<file path="src/core/dsw_pkg.sv">
/*
 Constants, states and carrier structs for the drive status word block.
 Assumes one 25 MHz clock and that all inputs are synchronous to it.
*/
package dsw_pkg;
   localparam int unsigned SW_W = 16;
   // Status word bit positions
   localparam int unsigned B_CTRL_RDY = 0;
   localparam int unsigned B_DRV_RDY = 1;
   localparam int unsigned B_ENABLE = 2;
   localparam int unsigned B_TRIP = 3;
   localparam int unsigned B_ERR = 4;
   localparam int unsigned B_RESV = 5;
   localparam int unsigned B_LOCK = 6;
   localparam int unsigned B_WARN = 7;
   localparam int unsigned B_AT_REF = 8;
   localparam int unsigned B_BUS_CTL = 9;
   localparam int unsigned B_FLIM_OK = 10;
   localparam int unsigned B_IN_OP = 11;
   localparam int unsigned B_OT_STOP = 12;
   localparam int unsigned B_VOLT = 13;
   localparam int unsigned B_TORQUE = 14;
   localparam int unsigned B_TIMER = 15;
   localparam logic [15:0] SW_RESET = 16'h0000;
   localparam logic [15:0] ZERO16 = 16'h0000;
   // Relative word scaling, 16384 is full scale
   localparam logic [15:0] REL_FULL16 = 16'h4000;
   localparam logic signed [31:0] REL_FULL32 = 32'sh0000_4000;
   localparam logic signed [31:0] REL_MAX = 32'sh0000_7fff;
   localparam logic signed [31:0] REL_MIN = 32'shffff_8000;
   localparam int unsigned REL_SHIFT = 14;
   // Indication flash half period
   localparam int unsigned CLK_HZ = 25000000;
   localparam int unsigned FLASH_MS = 250;
   localparam int unsigned FLASH_CYC = CLK_HZ / 1000 * FLASH_MS;

   typedef enum logic [1:0] {
      ST_RUN = 2'b00,
      ST_TRIP = 2'b01,
      ST_LOCK = 2'b10,
      ST_WAIT_ON = 2'b11
   } dsw_state_e;

   typedef struct packed {
      logic ctrl_ready;
      logic drive_ready;
      logic coast_cmd;
      logic err_no_trip;
      logic start_sig;
      logic overtemp_stop;
      logic dc_low;
      logic dc_high;
      logic panel_stop;
      logic local_site;
      logic link_lost;
      logic comm_fault;
   } dsw_drv_s;

   typedef struct packed {
      logic fault;
      logic lock;
      logic reset_panel;
      logic reset_di;
      logic auto_reset_en;
      logic auto_on_key;
   } dsw_alarm_s;
endpackage

</file>
<file path="src/core/dsw_rise.sv">
/*
 Rising transition detector for a level control bit.
 Assumes the input is synchronous to CLK; frozen while ce is low.
*/
`timescale 1ns/1ps
module dsw_rise (
   input wire logic clk,
   input wire logic rst_b,
   input wire logic ce,
   input wire logic lvl,
   output logic rise
);
   import dsw_pkg::*;

   typedef struct packed {
      logic prev;
   } dsw_rise_s;

   dsw_rise_s r_ff;
   dsw_rise_s nxt_r;

   always_comb begin
      nxt_r = r_ff;
      nxt_r.prev = lvl;
   end

   always_ff @(posedge clk or negedge rst_b) begin
      if (!rst_b) begin
         r_ff <= '0;
      end else if (ce) begin
         r_ff <= nxt_r;
      end
   end

   assign rise = ce & lvl & ~r_ff.prev;
endmodule // dsw_rise

</file>
<file path="src/core/dsw_scale.sv">
/*
 Converts between raw signed values and 16-bit relative words.
 Assumes FULL_SCALE raw units equal 16384 relative units.
*/
`timescale 1ns/1ps
module dsw_scale #(
   parameter int FULL_SCALE = 500,
   parameter bit TO_REL = 1'b1
) (
   input wire logic signed [15:0] in_val,
   output logic signed [15:0] out_val
);
   import dsw_pkg::*;

   localparam logic signed [31:0] FULL_W = 32'(FULL_SCALE);

   logic signed [31:0] wide;
   logic signed [31:0] prod;

   always_comb begin
      wide = 32'(in_val);
      if (TO_REL) begin
         prod = wide * REL_FULL32 / FULL_W;
      end else begin
         prod = (wide * FULL_W) >>> REL_SHIFT;
      end
      if (prod > REL_MAX) begin
         out_val = REL_MAX[15:0];
      end else if (prod < REL_MIN) begin
         out_val = REL_MIN[15:0];
      end else begin
         out_val = prod[15:0];
      end
   end
endmodule // dsw_scale

</file>
<file path="src/core/dsw_core.sv">
/*
 Drive status word, relative word scaling and alarm state handling.
 Assumes synchronous inputs, power cycle equals RST_B, CE freezes all.
*/
// Summary of operation
// - Bit 00 control ready, cleared on trip
// - Bit 01 drive ready, even while coasting
// - Bit 02 low while motor released
// - Bit 03 trip, held until reset
// - Bit 04 error without trip
// - Bit 05 reserved, no function
// - Bit 06 tripped and locked
// - Bit 07 any warning present
// - Bit 08 speed equals reference
// - Bit 09 bus control possible
// - Bit 10 frequency inside limits
// - Bit 11 start signal or frequency nonzero
// - Bit 12 overtemperature stop, auto resume
// - Bit 13 DC voltage out of range
// - Bit 14 torque or current limit exceeded
// - Bit 15 a thermal timer above full
// - Whole word zero on link loss
// - Relative words, 16384 is full scale
// - Warning follows its cause only
// - Trip held until reset after cure
// - Panel reset waits for auto-on key
// - Lock needs power cycle, no auto reset
// - Coast, flash alarm and warning indications
// - Bus reset acts on rising edge
`timescale 1ns/1ps
module dsw_core #(
   parameter int FULL_SCALE = 500,
   parameter int N_WARN = 8,
   parameter int unsigned FLASH_CYCLES = dsw_pkg::FLASH_CYC
) (
   input wire logic CLK,
   input wire logic RST_B,
   input wire logic CE,
   input wire dsw_pkg::dsw_drv_s DRV,
   input wire dsw_pkg::dsw_alarm_s ALM,
   input wire logic [N_WARN-1:0] WARN_CAUSE,
   input wire logic CTRL_RESET_BIT,
   input wire logic signed [15:0] BUS_REF,
   input wire logic signed [15:0] ACT_FREQ,
   input wire logic [15:0] LOW_LIM,
   input wire logic [15:0] HIGH_LIM,
   input wire logic [15:0] CURRENT,
   input wire logic [15:0] CURRENT_LIM,
   input wire logic [15:0] MOTOR_TMR,
   input wire logic [15:0] DRIVE_TMR,
   output logic [15:0] STATUS_WORD,
   output logic signed [15:0] ACT_VALUE,
   output logic signed [15:0] REF_FREQ,
   output logic MOTOR_COAST,
   output logic ALARM_LED,
   output logic WARN_LED
);
   import dsw_pkg::*;

   localparam int CNT_W = $clog2(FLASH_CYCLES + 1);
   localparam logic [CNT_W-1:0] CNT_LAST = CNT_W'(FLASH_CYCLES - 1);
   localparam logic [CNT_W-1:0] CNT_ZERO = '0;

   typedef struct packed {
      dsw_state_e st;
      logic [15:0] sw;
      logic signed [15:0] act;
      logic signed [15:0] ref_f;
      logic coast;
      logic aled;
      logic wled;
      logic [CNT_W-1:0] cnt;
      logic phase;
   } dsw_core_s;

   dsw_core_s r_ff;
   dsw_core_s nxt_r;

   logic bus_rst_edge;
   logic signed [15:0] act_rel;
   logic signed [15:0] ref_raw;
   logic rst_evt;
   logic warn_any;
   logic [15:0] f_mag;
   logic [15:0] w;

   function automatic logic is_trip(input dsw_state_e s);
      is_trip = (s == ST_TRIP) || (s == ST_LOCK);
   endfunction

   function automatic logic [15:0] mag16(input logic signed [15:0] v);
      mag16 = v[15] ? (~v + 16'h0001) : v;
   endfunction

   // Bus reset on leading edge only
   dsw_rise u_rise (
      .clk(CLK),
      .rst_b(RST_B),
      .ce(CE),
      .lvl(CTRL_RESET_BIT),
      .rise(bus_rst_edge)
   );

   // Actual output value to relative word
   dsw_scale #(
      .FULL_SCALE(FULL_SCALE),
      .TO_REL(1'b1)
   ) u_act (
      .in_val(ACT_FREQ),
      .out_val(act_rel)
   );

   // Bus reference relative word to raw
   dsw_scale #(
      .FULL_SCALE(FULL_SCALE),
      .TO_REL(1'b0)
   ) u_ref (
      .in_val(BUS_REF),
      .out_val(ref_raw)
   );

   always_comb begin
      nxt_r = r_ff;
      w = SW_RESET;
      warn_any = |WARN_CAUSE;
      f_mag = mag16(ACT_FREQ);
      // Auto reset only from a plain trip
      rst_evt = ALM.reset_panel | ALM.reset_di | bus_rst_edge
         | (ALM.auto_reset_en & (r_ff.st == ST_TRIP));

      // Alarm state
      unique case (r_ff.st)
         ST_RUN: begin
            if (ALM.fault) begin
               nxt_r.st = ALM.lock ? ST_LOCK : ST_TRIP;
            end
         end
         ST_WAIT_ON: begin
            if (ALM.fault) begin
               nxt_r.st = ALM.lock ? ST_LOCK : ST_TRIP;
            end else if (ALM.auto_on_key) begin
               nxt_r.st = ST_RUN;
            end
         end
         ST_TRIP: begin
            if (ALM.fault && ALM.lock) begin
               nxt_r.st = ST_LOCK;
            end else if (!ALM.fault && rst_evt) begin
               nxt_r.st = ALM.reset_panel ? ST_WAIT_ON : ST_RUN;
            end
         end
         ST_LOCK: begin
            nxt_r.st = ST_LOCK;
         end
      endcase

      // Status word from the next state
      w[B_CTRL_RDY] = DRV.ctrl_ready & ~is_trip(nxt_r.st);
      w[B_DRV_RDY] = DRV.drive_ready;
      w[B_ENABLE] = ~DRV.coast_cmd & (nxt_r.st == ST_RUN);
      w[B_TRIP] = is_trip(nxt_r.st);
      w[B_ERR] = DRV.err_no_trip;
      w[B_RESV] = 1'b0;
      w[B_LOCK] = (nxt_r.st == ST_LOCK);
      w[B_WARN] = warn_any;
      w[B_AT_REF] = (ACT_FREQ == ref_raw);
      w[B_BUS_CTL] = ~DRV.panel_stop & ~DRV.local_site;
      w[B_FLIM_OK] = (f_mag > LOW_LIM) && (f_mag < HIGH_LIM);
      w[B_IN_OP] = DRV.start_sig | (ACT_FREQ != ZERO16);
      w[B_OT_STOP] = DRV.overtemp_stop;
      w[B_VOLT] = DRV.dc_low | DRV.dc_high;
      w[B_TORQUE] = CURRENT > CURRENT_LIM;
      w[B_TIMER] = (MOTOR_TMR > REL_FULL16) || (DRIVE_TMR > REL_FULL16);
      if (DRV.link_lost || DRV.comm_fault) begin
         w = ZERO16;
      end
      nxt_r.sw = w;
      nxt_r.act = act_rel;
      nxt_r.ref_f = ref_raw;

      // Flash timebase
      if (r_ff.cnt == CNT_LAST) begin
         nxt_r.cnt = CNT_ZERO;
         nxt_r.phase = ~r_ff.phase;
      end else begin
         nxt_r.cnt = r_ff.cnt + 1'b1;
      end

      // Coasting and indications
      nxt_r.coast = (nxt_r.st != ST_RUN);
      if (is_trip(nxt_r.st)) begin
         nxt_r.aled = nxt_r.phase;
         nxt_r.wled = ALM.fault & nxt_r.phase;
      end else begin
         nxt_r.aled = 1'b0;
         nxt_r.wled = warn_any;
      end
   end

   always_ff @(posedge CLK or negedge RST_B) begin
      if (!RST_B) begin
         r_ff <= '{st: ST_RUN, default: '0};
      end else if (CE) begin
         r_ff <= nxt_r;
      end
   end

   assign STATUS_WORD = r_ff.sw;
   assign ACT_VALUE = r_ff.act;
   assign REF_FREQ = r_ff.ref_f;
   assign MOTOR_COAST = r_ff.coast;
   assign ALARM_LED = r_ff.aled;
   assign WARN_LED = r_ff.wled;

   // Checks
   logic lost;
   assign lost = DRV.link_lost | DRV.comm_fault;
endmodule // dsw_core

</file>
<file path="config.mk">
export PLATFORM = sky130hd
export DESIGN_NAME = dsw_core
export DESIGN_NICKNAME = d
export VERILOG_FILES = /design/src/core/dsw_pkg.sv /design/src/core/dsw_rise.sv /design/src/core/dsw_scale.sv /design/src/core/dsw_core.sv
export SDC_FILE = /design/constraint.sdc
export NUM_CORES = 1
export LEC_CHECK = 0
export BUFFER_PORTS_ARGS = -buffer_cell sky130_fd_sc_hd__buf_2
export CORE_MARGIN = 2
export CORE_UTILIZATION = 59
export CTS_BUF_LIST = sky130_fd_sc_hd__clkbuf_8
export DETAILED_ROUTE_END_ITERATION = 7
export HOLD_SLACK_MARGIN = 0.05
export PLACE_DENSITY = 0.8
export SYNTH_ARGS = -nofsm -noshare
export SYNTH_HDL_FRONTEND = slang
export SYNTH_HIERARCHICAL = 1
export SYNTH_SLANG_ARGS = --single-unit
</file>
<file path="constraint.sdc">
create_clock -name CLK -period 2.8 [get_ports CLK]
set_input_delay 0.14 -clock CLK [delete_from_list [all_inputs] [get_ports CLK]]
set_output_delay 0.14 -clock CLK [all_outputs]
set_load 0.03 [all_outputs]
</file>
==> results by group, run 1 <==
GRT
  • Vias in the first global route: about 33000
  • GRT Util Overall: 0.769
  • Remaining global-route overflow: 138
  • Pin count of the biggest net entering global routing: 78
  • First-pass GRT wire length: 198 mm

Status
  • First error: [ERROR GRT-0116] Global routing finished with congestion. Check the congestion regions in the DRC Viewer.
  • Status: did not finish
  • Last stage: 5_1_grt

Place
  • Setup WS pre-CTS: -18.69 ns
  • Dpl cells: 3757
  • HPWL after detailed placement: 67.7 mm
  • RD Place Congestion: between 1 and 1.5
  • PortBufs: 207
  • Placed Instance Area: 27000 um2

Yosys
  • Synth area leaders: dfrtp_1, ha_1, fa_1
  • Post-synth top area cell: dfrtp_1
  • FF+latch count, synth: 77
  • Post-synth top flop: dfrtp_1
  • Mapped Area: 19100 um2
  • Number of enable flip-flop cells after synthesis: 0
  • Compound-Gate Fraction of Synth Area: 0.294
  • Synthesized-area fraction occupied by adder cells: 0.150
  • Largest family of logic cells by synthesized area: compound AO/OA/AOI/OAI gates
  • Register area share after synthesis: 0.101
  • Synth unique cells: 149
  • XOR/XNOR share of the synthesized area: 0.0873
  • Syn nets: 2793
  • Post-synth top area share: 0.101
  • Synth Instances: ~2400
  • Post-synth ARST share: 1.00
  • Mean Syn Cell Area: 7.82 um2
  • Simple logic cell fraction of the synthesized area: 0.233
  • Mux contribution to synthesized area: 0.0425
  • Synth warn: 6

Floorplanning
  • Die height: approximately 180 um
  • # IOs: about 210
  • Die Span X: 184 um
  • Rows: 65
  • Starting Density: 0.602

Clock tree
  • H-tree levels: 3
  • CTS sink count: slightly below 80
  • CTS Buffer Depth: 2
  • CTS Buf Count: 9
  • Root buf cell: clkbuf_8
==> timing repair <==
item / in CTS
hold endpoints to repair: 85
resized for setup: 155
pin swaps: 117
setup buffers: 65
setup endpoints to repair: 34
cloned: 1
hold buffers: 10
==> through the flow <==
step | hold slack [ns] | TNS (ns)
after global placement | 0.351 | -306.76
after detailed placement | 0.352 | -329.32
after CTS | 0.0513 | -301.89
after floorplan | -0.156 | -340.90
==> kinds of logic after synthesis <==
family,Yosys count
buffers and inverters,383
AND/OR/NAND/NOR,818
multiplexers,72
flip-flops,77
XOR/XNOR,184
adder cells (fa/ha/maj),195
other,1
AO/OA/AOI/OAI,712
==> cell usage after synthesis (57+ instances only) <==
cell,n
inv_1,242
nor2_1,179
nand2_1,171
ha_1,136
xnor2_1,130
a21oi_1,120
o21ai_0,91
dfrtp_1,77
nand3_1,74
buf_4,62
fa_1,57
nor3_1,57
==> layer usage <==
layer	GRT overflow	GRT usage
met1	2	0.746
met2	72	0.941
met3	4	0.620
met4	60	0.791
met5	0	0.350
==> inputs of run 2 (changes only) <==
--- a/config.mk
+++ b/config.mk
@@ -7,11 +7,9 @@
 export LEC_CHECK = 0
 export BUFFER_PORTS_ARGS = -buffer_cell sky130_fd_sc_hd__buf_2
 export CORE_MARGIN = 2
-export CORE_UTILIZATION = 59
-export CTS_BUF_LIST = sky130_fd_sc_hd__clkbuf_8
+export CORE_UTILIZATION = 40
 export DETAILED_ROUTE_END_ITERATION = 7
-export HOLD_SLACK_MARGIN = 0.05
-export PLACE_DENSITY = 0.8
+export PLACE_DENSITY_LB_ADDON = 0.15
 export SYNTH_ARGS = -nofsm -noshare
 export SYNTH_HDL_FRONTEND = slang
 export SYNTH_HIERARCHICAL = 1
==> run 2 against run 1 <==
- area after synthesis is the same
- synthesized cell count is the same
- the flow now finishes, with violations (negative hold slack, negative setup slack)
==> results by group, run 2 <==
Setup path
  • Setup crit end kind: register
  • Worst setup path class: in2reg
  • Cell mode on critical path: ha_4
  • Worst setup SP type: input pin
  • Slowest-stage cell, CP: or4_4
  • CP peak stage delay: 0.59 ns
  • Crit-path leading delay family: compound AO/OA/AOI/OAI gates
  • CP Buf/Inv Count: 17
  • Worst EP arrival: 20.67 ns
  • WP data required: 3.04 ns
  • Largest fanout on the critical path: 8

Yosys
  • Synth top cells by count: inv_1, nor2_1, nand2_1, ha_1, xnor2_1
  • FF+latch count, synth: 77 (unchanged)
  • Post-synth top flop: dfrtp_1
  • Post-synth top area share: 0.101 (unchanged)
  • Post-synth ARST share: 1.00 (unchanged)
  • Syn nets: 2793 (unchanged)
  • Post-synth top area cell: dfrtp_1
  • Synth unique cells: 149 (unchanged)
  • Mapped Area: 19100 um2 (unchanged)
  • Number of enable flip-flop cells after synthesis: 0 (unchanged)
  • Mean Syn Cell Area: 7.82 um2 (unchanged)
  • Register area share after synthesis: 0.101 (unchanged)
  • Synth area leaders: dfrtp_1, ha_1, fa_1
  • Synth Instances: 2442 (unchanged)
  • Most frequent cell after synthesis: inv_1
  • Synth warn: 6 (unchanged)

Clock tree
  • Worst skew pair latency: 0.36 ns
  • CTS Buffer Depth: 2 (unchanged)
  • H-tree levels: 3 (unchanged)
  • CTS tree: built
  • Clock transition at the registers of the reported paths: around 0.07 ns
  • Root buf cell: clkbuf_16
  • CTS Buf Count: 9 (unchanged)
  • CTS sink count: 77 (unchanged)

Detailed routing
  • Iter 0 DRT Violations: 1443
  • DRC: 0
  • DR vias: 23168
  • DRT antenna net count: 0
  • Drt via density: 5.65
  • Final wirelength: roughly 78 mm
  • Drt first pass iters: 5
  • Routed WL per cell: between 15 and 20 um

Timing
  • Hold Fails Final Rpt: 24
  • Fin crit share: 7.30
  • Crit path time final: 20.43 ns
  • Skew final: 0.00800 ns
  • RSZ-0062 raised after global routing: yes
  • Actual slew at the worst max-slew pin: 1.10 ns
  • Final worst slack: -17.63 ns
  • Worst slew margin: 0.267
  • Setup TNS: -302.70 ns
  • Worst hold slack: -0.0572 ns
  • # setup viols final: 34
  • Max Clock Freq: 0.0490 GHz
  • Final Max Tran Viols: 0

Floorplanning
  • # IOs: 209 (unchanged)
  • Die area: 49500 um2
  • Die Span X: 222 um (+21%)
  • Starting Density: 0.402 (-0.200)
  • Rows: 80 (+23%)
  • Die height: 222 um (+21%)
  • Core ar.: roughly 47000 um2

GRT
  • Pin count of the biggest net entering global routing: 78
  • Vias in the first global route: 23320
  • M2 GR Usage: 0.531
  • GRT Util Overall: 0.300
  • Grt met1 use: 0.383
  • Global routing usage on met3: 0.0383
  • Initial antenna violation count: 4
  • GR peak layer: met2
  • Remaining global-route overflow: 0
  • First-pass GRT wire length: 121 mm

Place
  • PortBufs: 207 (unchanged)
  • RD Place Congestion: 0.972 (-5.0%)
  • Dpl cells: 3967 (+5.6%)
  • Setup WS pre-CTS: -18.35 ns (+0.344 ns)
  • HPWL after detailed placement: 62.6 mm (-7.5%)

Finish
  • Layout cells sized above 1: 0.465
  • Largest register by flop count: r_ff
  • Commonest non-fill, non-tap cell in the layout: buf_4
  • Most frequent cells in the layout: buf_4, inv_1, buf_2, nand2_1, nor2_1
  • # diodes: 0
  • Max reg flops: 26
  • Area grow syn2layout: 55.5%
  • Final nets: 3831
  • Finished Core Util: 0.626
  • Fin cells: 4100

Status
  • Failing checks: negative hold slack, negative setup slack
  • Status: finished with violations

Flow run
  • Max-Cap Viols: 0

Worst hold path
  • Hold Path Class: in2async
run 2: timing repair:
action,in CTS,in global routing
pin swaps,118,110
setup endpoints to repair,34,34
hold buffers,4,0
gates cloned,1,1
buffers inserted,75,51
hold endpoints to repair,4,0
gates resized for setup,143,118
run 2: per-stage QoR:
| step | hold WS (ns) | cell area (um2) |
|---|---|---|
| after floorplan | -0.156 | 20100 |
| after global placement | 0.343 | 27300 |
| after detailed placement | 0.353 | 27300 |
| after CTS | 0.0143 | 28900 |
| after global routing | 0.0238 | 29700 |
| final | -0.0572 | 29700 |
run 2: path summary, 6_finish.rpt:
kind	from	to	slack, ns	cells past startpoint
max in group asynchronous	RST_B	ACT_VALUE[10]	2.11	1
worst max register to register	u_rise/r_ff	WARN_LED	0.31	9
worst max-delay path	ACT_FREQ[4]	ACT_VALUE[2]	-17.63	111
min in group CLK	CTRL_RESET_BIT	u_rise/r_ff	0.03	2
worst min-delay path	RST_B	STATUS_WORD[9]	-0.06	1
worst min register to register	STATUS_WORD[15]	STATUS_WORD[15]	0.49	1
run 2: per-layer routing:
| layer | routed length, um | vias up |
|---|---|---|
| met4 | 2410 | 6 |
| met3 | 4020 | 144 |
| met5 | 46 | - |
| met1 | 33900 | 11203 |
| li1 | - | 11037 |
| met2 | 37900 | 778 |
run 2: final cells by class:
type	count	area (um2)
inverter	250	992
sequential	77	1930
clock buffer	9	225
timing repair buffer	1159	8440
clock inverter	7	80.1
tap	615	769
fill	4159	17800
multi-input combinational	1983	17300
run 2: cells by family after synthesis:
logic type | count (synthesis) | share of synthesized area
buffers and inverters | 383 | 0.0922
XOR/XNOR | 184 | 0.0873
adder cells (fa/ha/maj) | 195 | 0.150
multiplexers | 72 | 0.0425
AND/OR/NAND/NOR | 818 | 0.233
AO/OA/AOI/OAI | 712 | 0.294
other | 1 | 0.000196
flip-flops | 77 | 0.101
Power of run 2 is left out: the tool's default activity adds up to more than one toggle a clock period on the data nets, which glitch-free logic cannot reach.
==> inputs of run 3 (changes only) <==
--- a/config.mk
+++ b/config.mk
@@ -7,9 +7,10 @@
 export LEC_CHECK = 0
 export BUFFER_PORTS_ARGS = -buffer_cell sky130_fd_sc_hd__buf_2
 export CORE_MARGIN = 2
-export CORE_UTILIZATION = 40
+export CORE_UTILIZATION = 50
 export DETAILED_ROUTE_END_ITERATION = 7
 export PLACE_DENSITY_LB_ADDON = 0.15
+export SLEW_MARGIN = 40
 export SYNTH_ARGS = -nofsm -noshare
 export SYNTH_HDL_FRONTEND = slang
 export SYNTH_HIERARCHICAL = 1
==> run 3 against run 2 <==
- the flow finishes with violations (negative setup slack)
- worst hold slack improved by 0.061 ns
- sequential share of layout area barely moved
- cell area decreased by 0.48%
- via count rose by 4.0%
- core utilization increased by 16 points
- final cell count down 2.1%
- fmax hardly changed
- flip-flop and latch count unchanged
- register-to-register slack got worse by 0.17 ns
- wire length is 3.9% higher
- die area is 20% lower
- critical endpoint is now ACT_VALUE[4]
==> results by group, run 3 (same netlist as run 2, synthesis figures left out) <==
Status
  • Status: finished with violations
  • Failing checks: negative setup slack

Clock tree
  • Clock transition at the registers of the reported paths: 0.07 ns (about the same)
  • CTS Buffer Depth: 2 (unchanged)
  • Worst skew pair latency: 0.37 ns (about the same)
  • H-tree levels: 3 (unchanged)
  • Root buf cell: clkbuf_16
  • CTS Buf Count: 9 (unchanged)
  • CTS tree: built
  • CTS sink count: 77 (unchanged)

Setup path
  • CP peak stage delay: 0.60 ns (about the same)
  • Worst EP arrival: 20.71 ns (+0.04 ns)
  • Largest fanout on the critical path: 10 (+2)
  • Slowest-stage cell, CP: or4_4
  • WP data required: 3.10 ns (+0.06 ns)
  • Worst setup SP type: input pin
  • Setup crit end kind: register
  • FF-to-FF path depth: 8 (-1)
  • Cell mode on critical path: ha_4
  • Worst setup path class: in2reg

Finish
  • Fillers: 2627 (-37%)
  • Finished Core Util: 0.784 (+0.159)
  • Most frequent cells in the layout: buf_4, inv_1, buf_2, nor2_1, nand2_1
  • Final Instance Area: 29500 um2 (-0.48%)
  • Layout cells sized above 1: 0.464 (-0.00122)
  • Area grow syn2layout: 54.7%
  • Largest register by flop count: r_ff
  • Max reg flops: 26 (unchanged)
  • Final nets: 3838 (+0.18%)
  • Commonest non-fill, non-tap cell in the layout: buf_4
  • Fin cells: 4012 (-2.1%)

Flow run
  • Max-Cap Viols: 0 (unchanged)

Detailed routing
  • Drt first pass iters: 5 (unchanged)
  • Drt via density: 6.01 (+6.3%)
  • Iter 0 DRT Violations: 1730 (+20%)
  • DRT antenna net count: 0 (unchanged)
  • DR vias: 24096 (+4.0%)
  • Final wirelength: 81.4 mm (+3.9%)
  • Routed WL per cell: 20.3 um (+6.2%)
  • DRC: 0 (unchanged)

GRT
  • Pin count of the biggest net entering global routing: 78 (unchanged)
  • First-pass GRT wire length: 123 mm (+1.5%)
  • Remaining global-route overflow: 0 (unchanged)
  • Initial antenna violation count: 11 (+7)
  • GRT Util Overall: 0.386 (+0.0861)
  • Vias in the first global route: 24215 (+3.8%)

Floorplanning
  • Die height: 199 um (-10%)
  • Rows: 71 (-11%)
  • Die Span X: 199 um (-10%)
  • # IOs: 209 (unchanged)
  • Core ar.: 37700 um2 (-21%)
  • Die area: 39800 um2 (-20%)
  • Starting Density: 0.507 (+0.104)

Place
  • Setup WS pre-CTS: -18.43 ns (-0.0875 ns)
  • PortBufs: 207 (unchanged)
  • RD Place Congestion: 1.00 (+3.1%)
  • Placed Instance Area: 27200 um2 (about the same)
  • Dpl cells: 3873 (-2.4%)
  • HPWL after detailed placement: 62.4 mm (-0.28%)

Timing
  • # setup viols final: 34 (unchanged)
  • Max Clock Freq: 0.0490 GHz (about the same)
  • Fin crit share: 7.29 (about the same)
  • Hold Fails Final Rpt: 0 (-100%)
  • Skew final: 0.0158 ns (+0.00784 ns)
  • Worst slew margin: 0.464 (+0.197)
  • Crit path time final: 20.41 ns (-0.0135 ns)
  • RSZ-0062 raised after global routing: yes
  • Actual slew at the worst max-slew pin: 0.798 ns (-0.302 ns)
  • Final Max Tran Viols: 0 (unchanged)
  • Final worst slack: -17.61 ns (+0.0135 ns)

Worst hold path
  • Hold Path Depth: 2
  • Hold Path Class: in2reg
-- run 3: layer usage --
metal | share of wire | up-vias | global-route usage
li1 | - | 11073 | -
met1 | 0.40 | 11509 | 0.471
met2 | 0.47 | 1182 | 0.664
met3 | 0.074 | 328 | 0.0611
met4 | 0.055 | 4 | 0.185
met5 | 0.00029 | - | 0
-- run 3: critical path, delay by kind of cell --
| family | cells | cell delay, ns |
|---|---|---|
| adders and majority gates | 10 | 1.90 |
| xor gates and xnor gates | 5 | 0.71 |
| AOI/OAI and AO/OA | 39 | 8.32 |
| buffers and inverters | 15 | 2.03 |
| muxes | 2 | 0.53 |
| and+or+nand+nor | 39 | 7.07 |
-- run 3: what timing repair did --
| item | 4_1_cts | 5_1_grt |
|---|---|---|
| buffers inserted | 71 | 43 |
| cloned | 2 | 1 |
| endpoints found under the setup margin | 34 | 34 |
| resized for setup | 121 | 99 |
| hold endpoints to repair | 78 | 0 |
| pin swaps | 76 | 75 |
| hold buffers | 2 | 0 |
-- run 3: through the flow --
stage          hold WS (ns)  setup TNS [ns]
6_report            0.00420         -304.20
5_1_grt              0.0162         -318.98
4_1_cts          0.00000908         -296.21
3_5_place_dp          0.229         -321.66
3_3_place_gp          0.359         -310.98
2_1_floorplan        -0.156         -340.90
-- run 3: worst paths after layout --
path	slack, ns	start	to
min reg2reg	0.50	STATUS_WORD[15]	STATUS_WORD[15]
max reg2reg	0.14	u_rise/r_ff	WARN_LED
max	-17.61	ACT_FREQ[8]	ACT_VALUE[4]
min	0.004	DRV[10]	STATUS_WORD[1]
min in group asynchronous	0.40	RST_B	STATUS_WORD[12]
max in group asynchronous	1.92	RST_B	ACT_VALUE[14]
-- run 3: cell type report --
class,count,area (um2),area share
clock inverter,7,80.1,0.00271
tap,511,639,0.0216
antenna,9,22.5,0.000762
clock buffer,9,225,0.00762
inverter,250,992,0.0336
timing repair buffer,1165,8460,0.286
multi-input combinational,1984,17200,0.582
sequential,77,1930,0.0652
Power of run 3 is left out for the same reason.
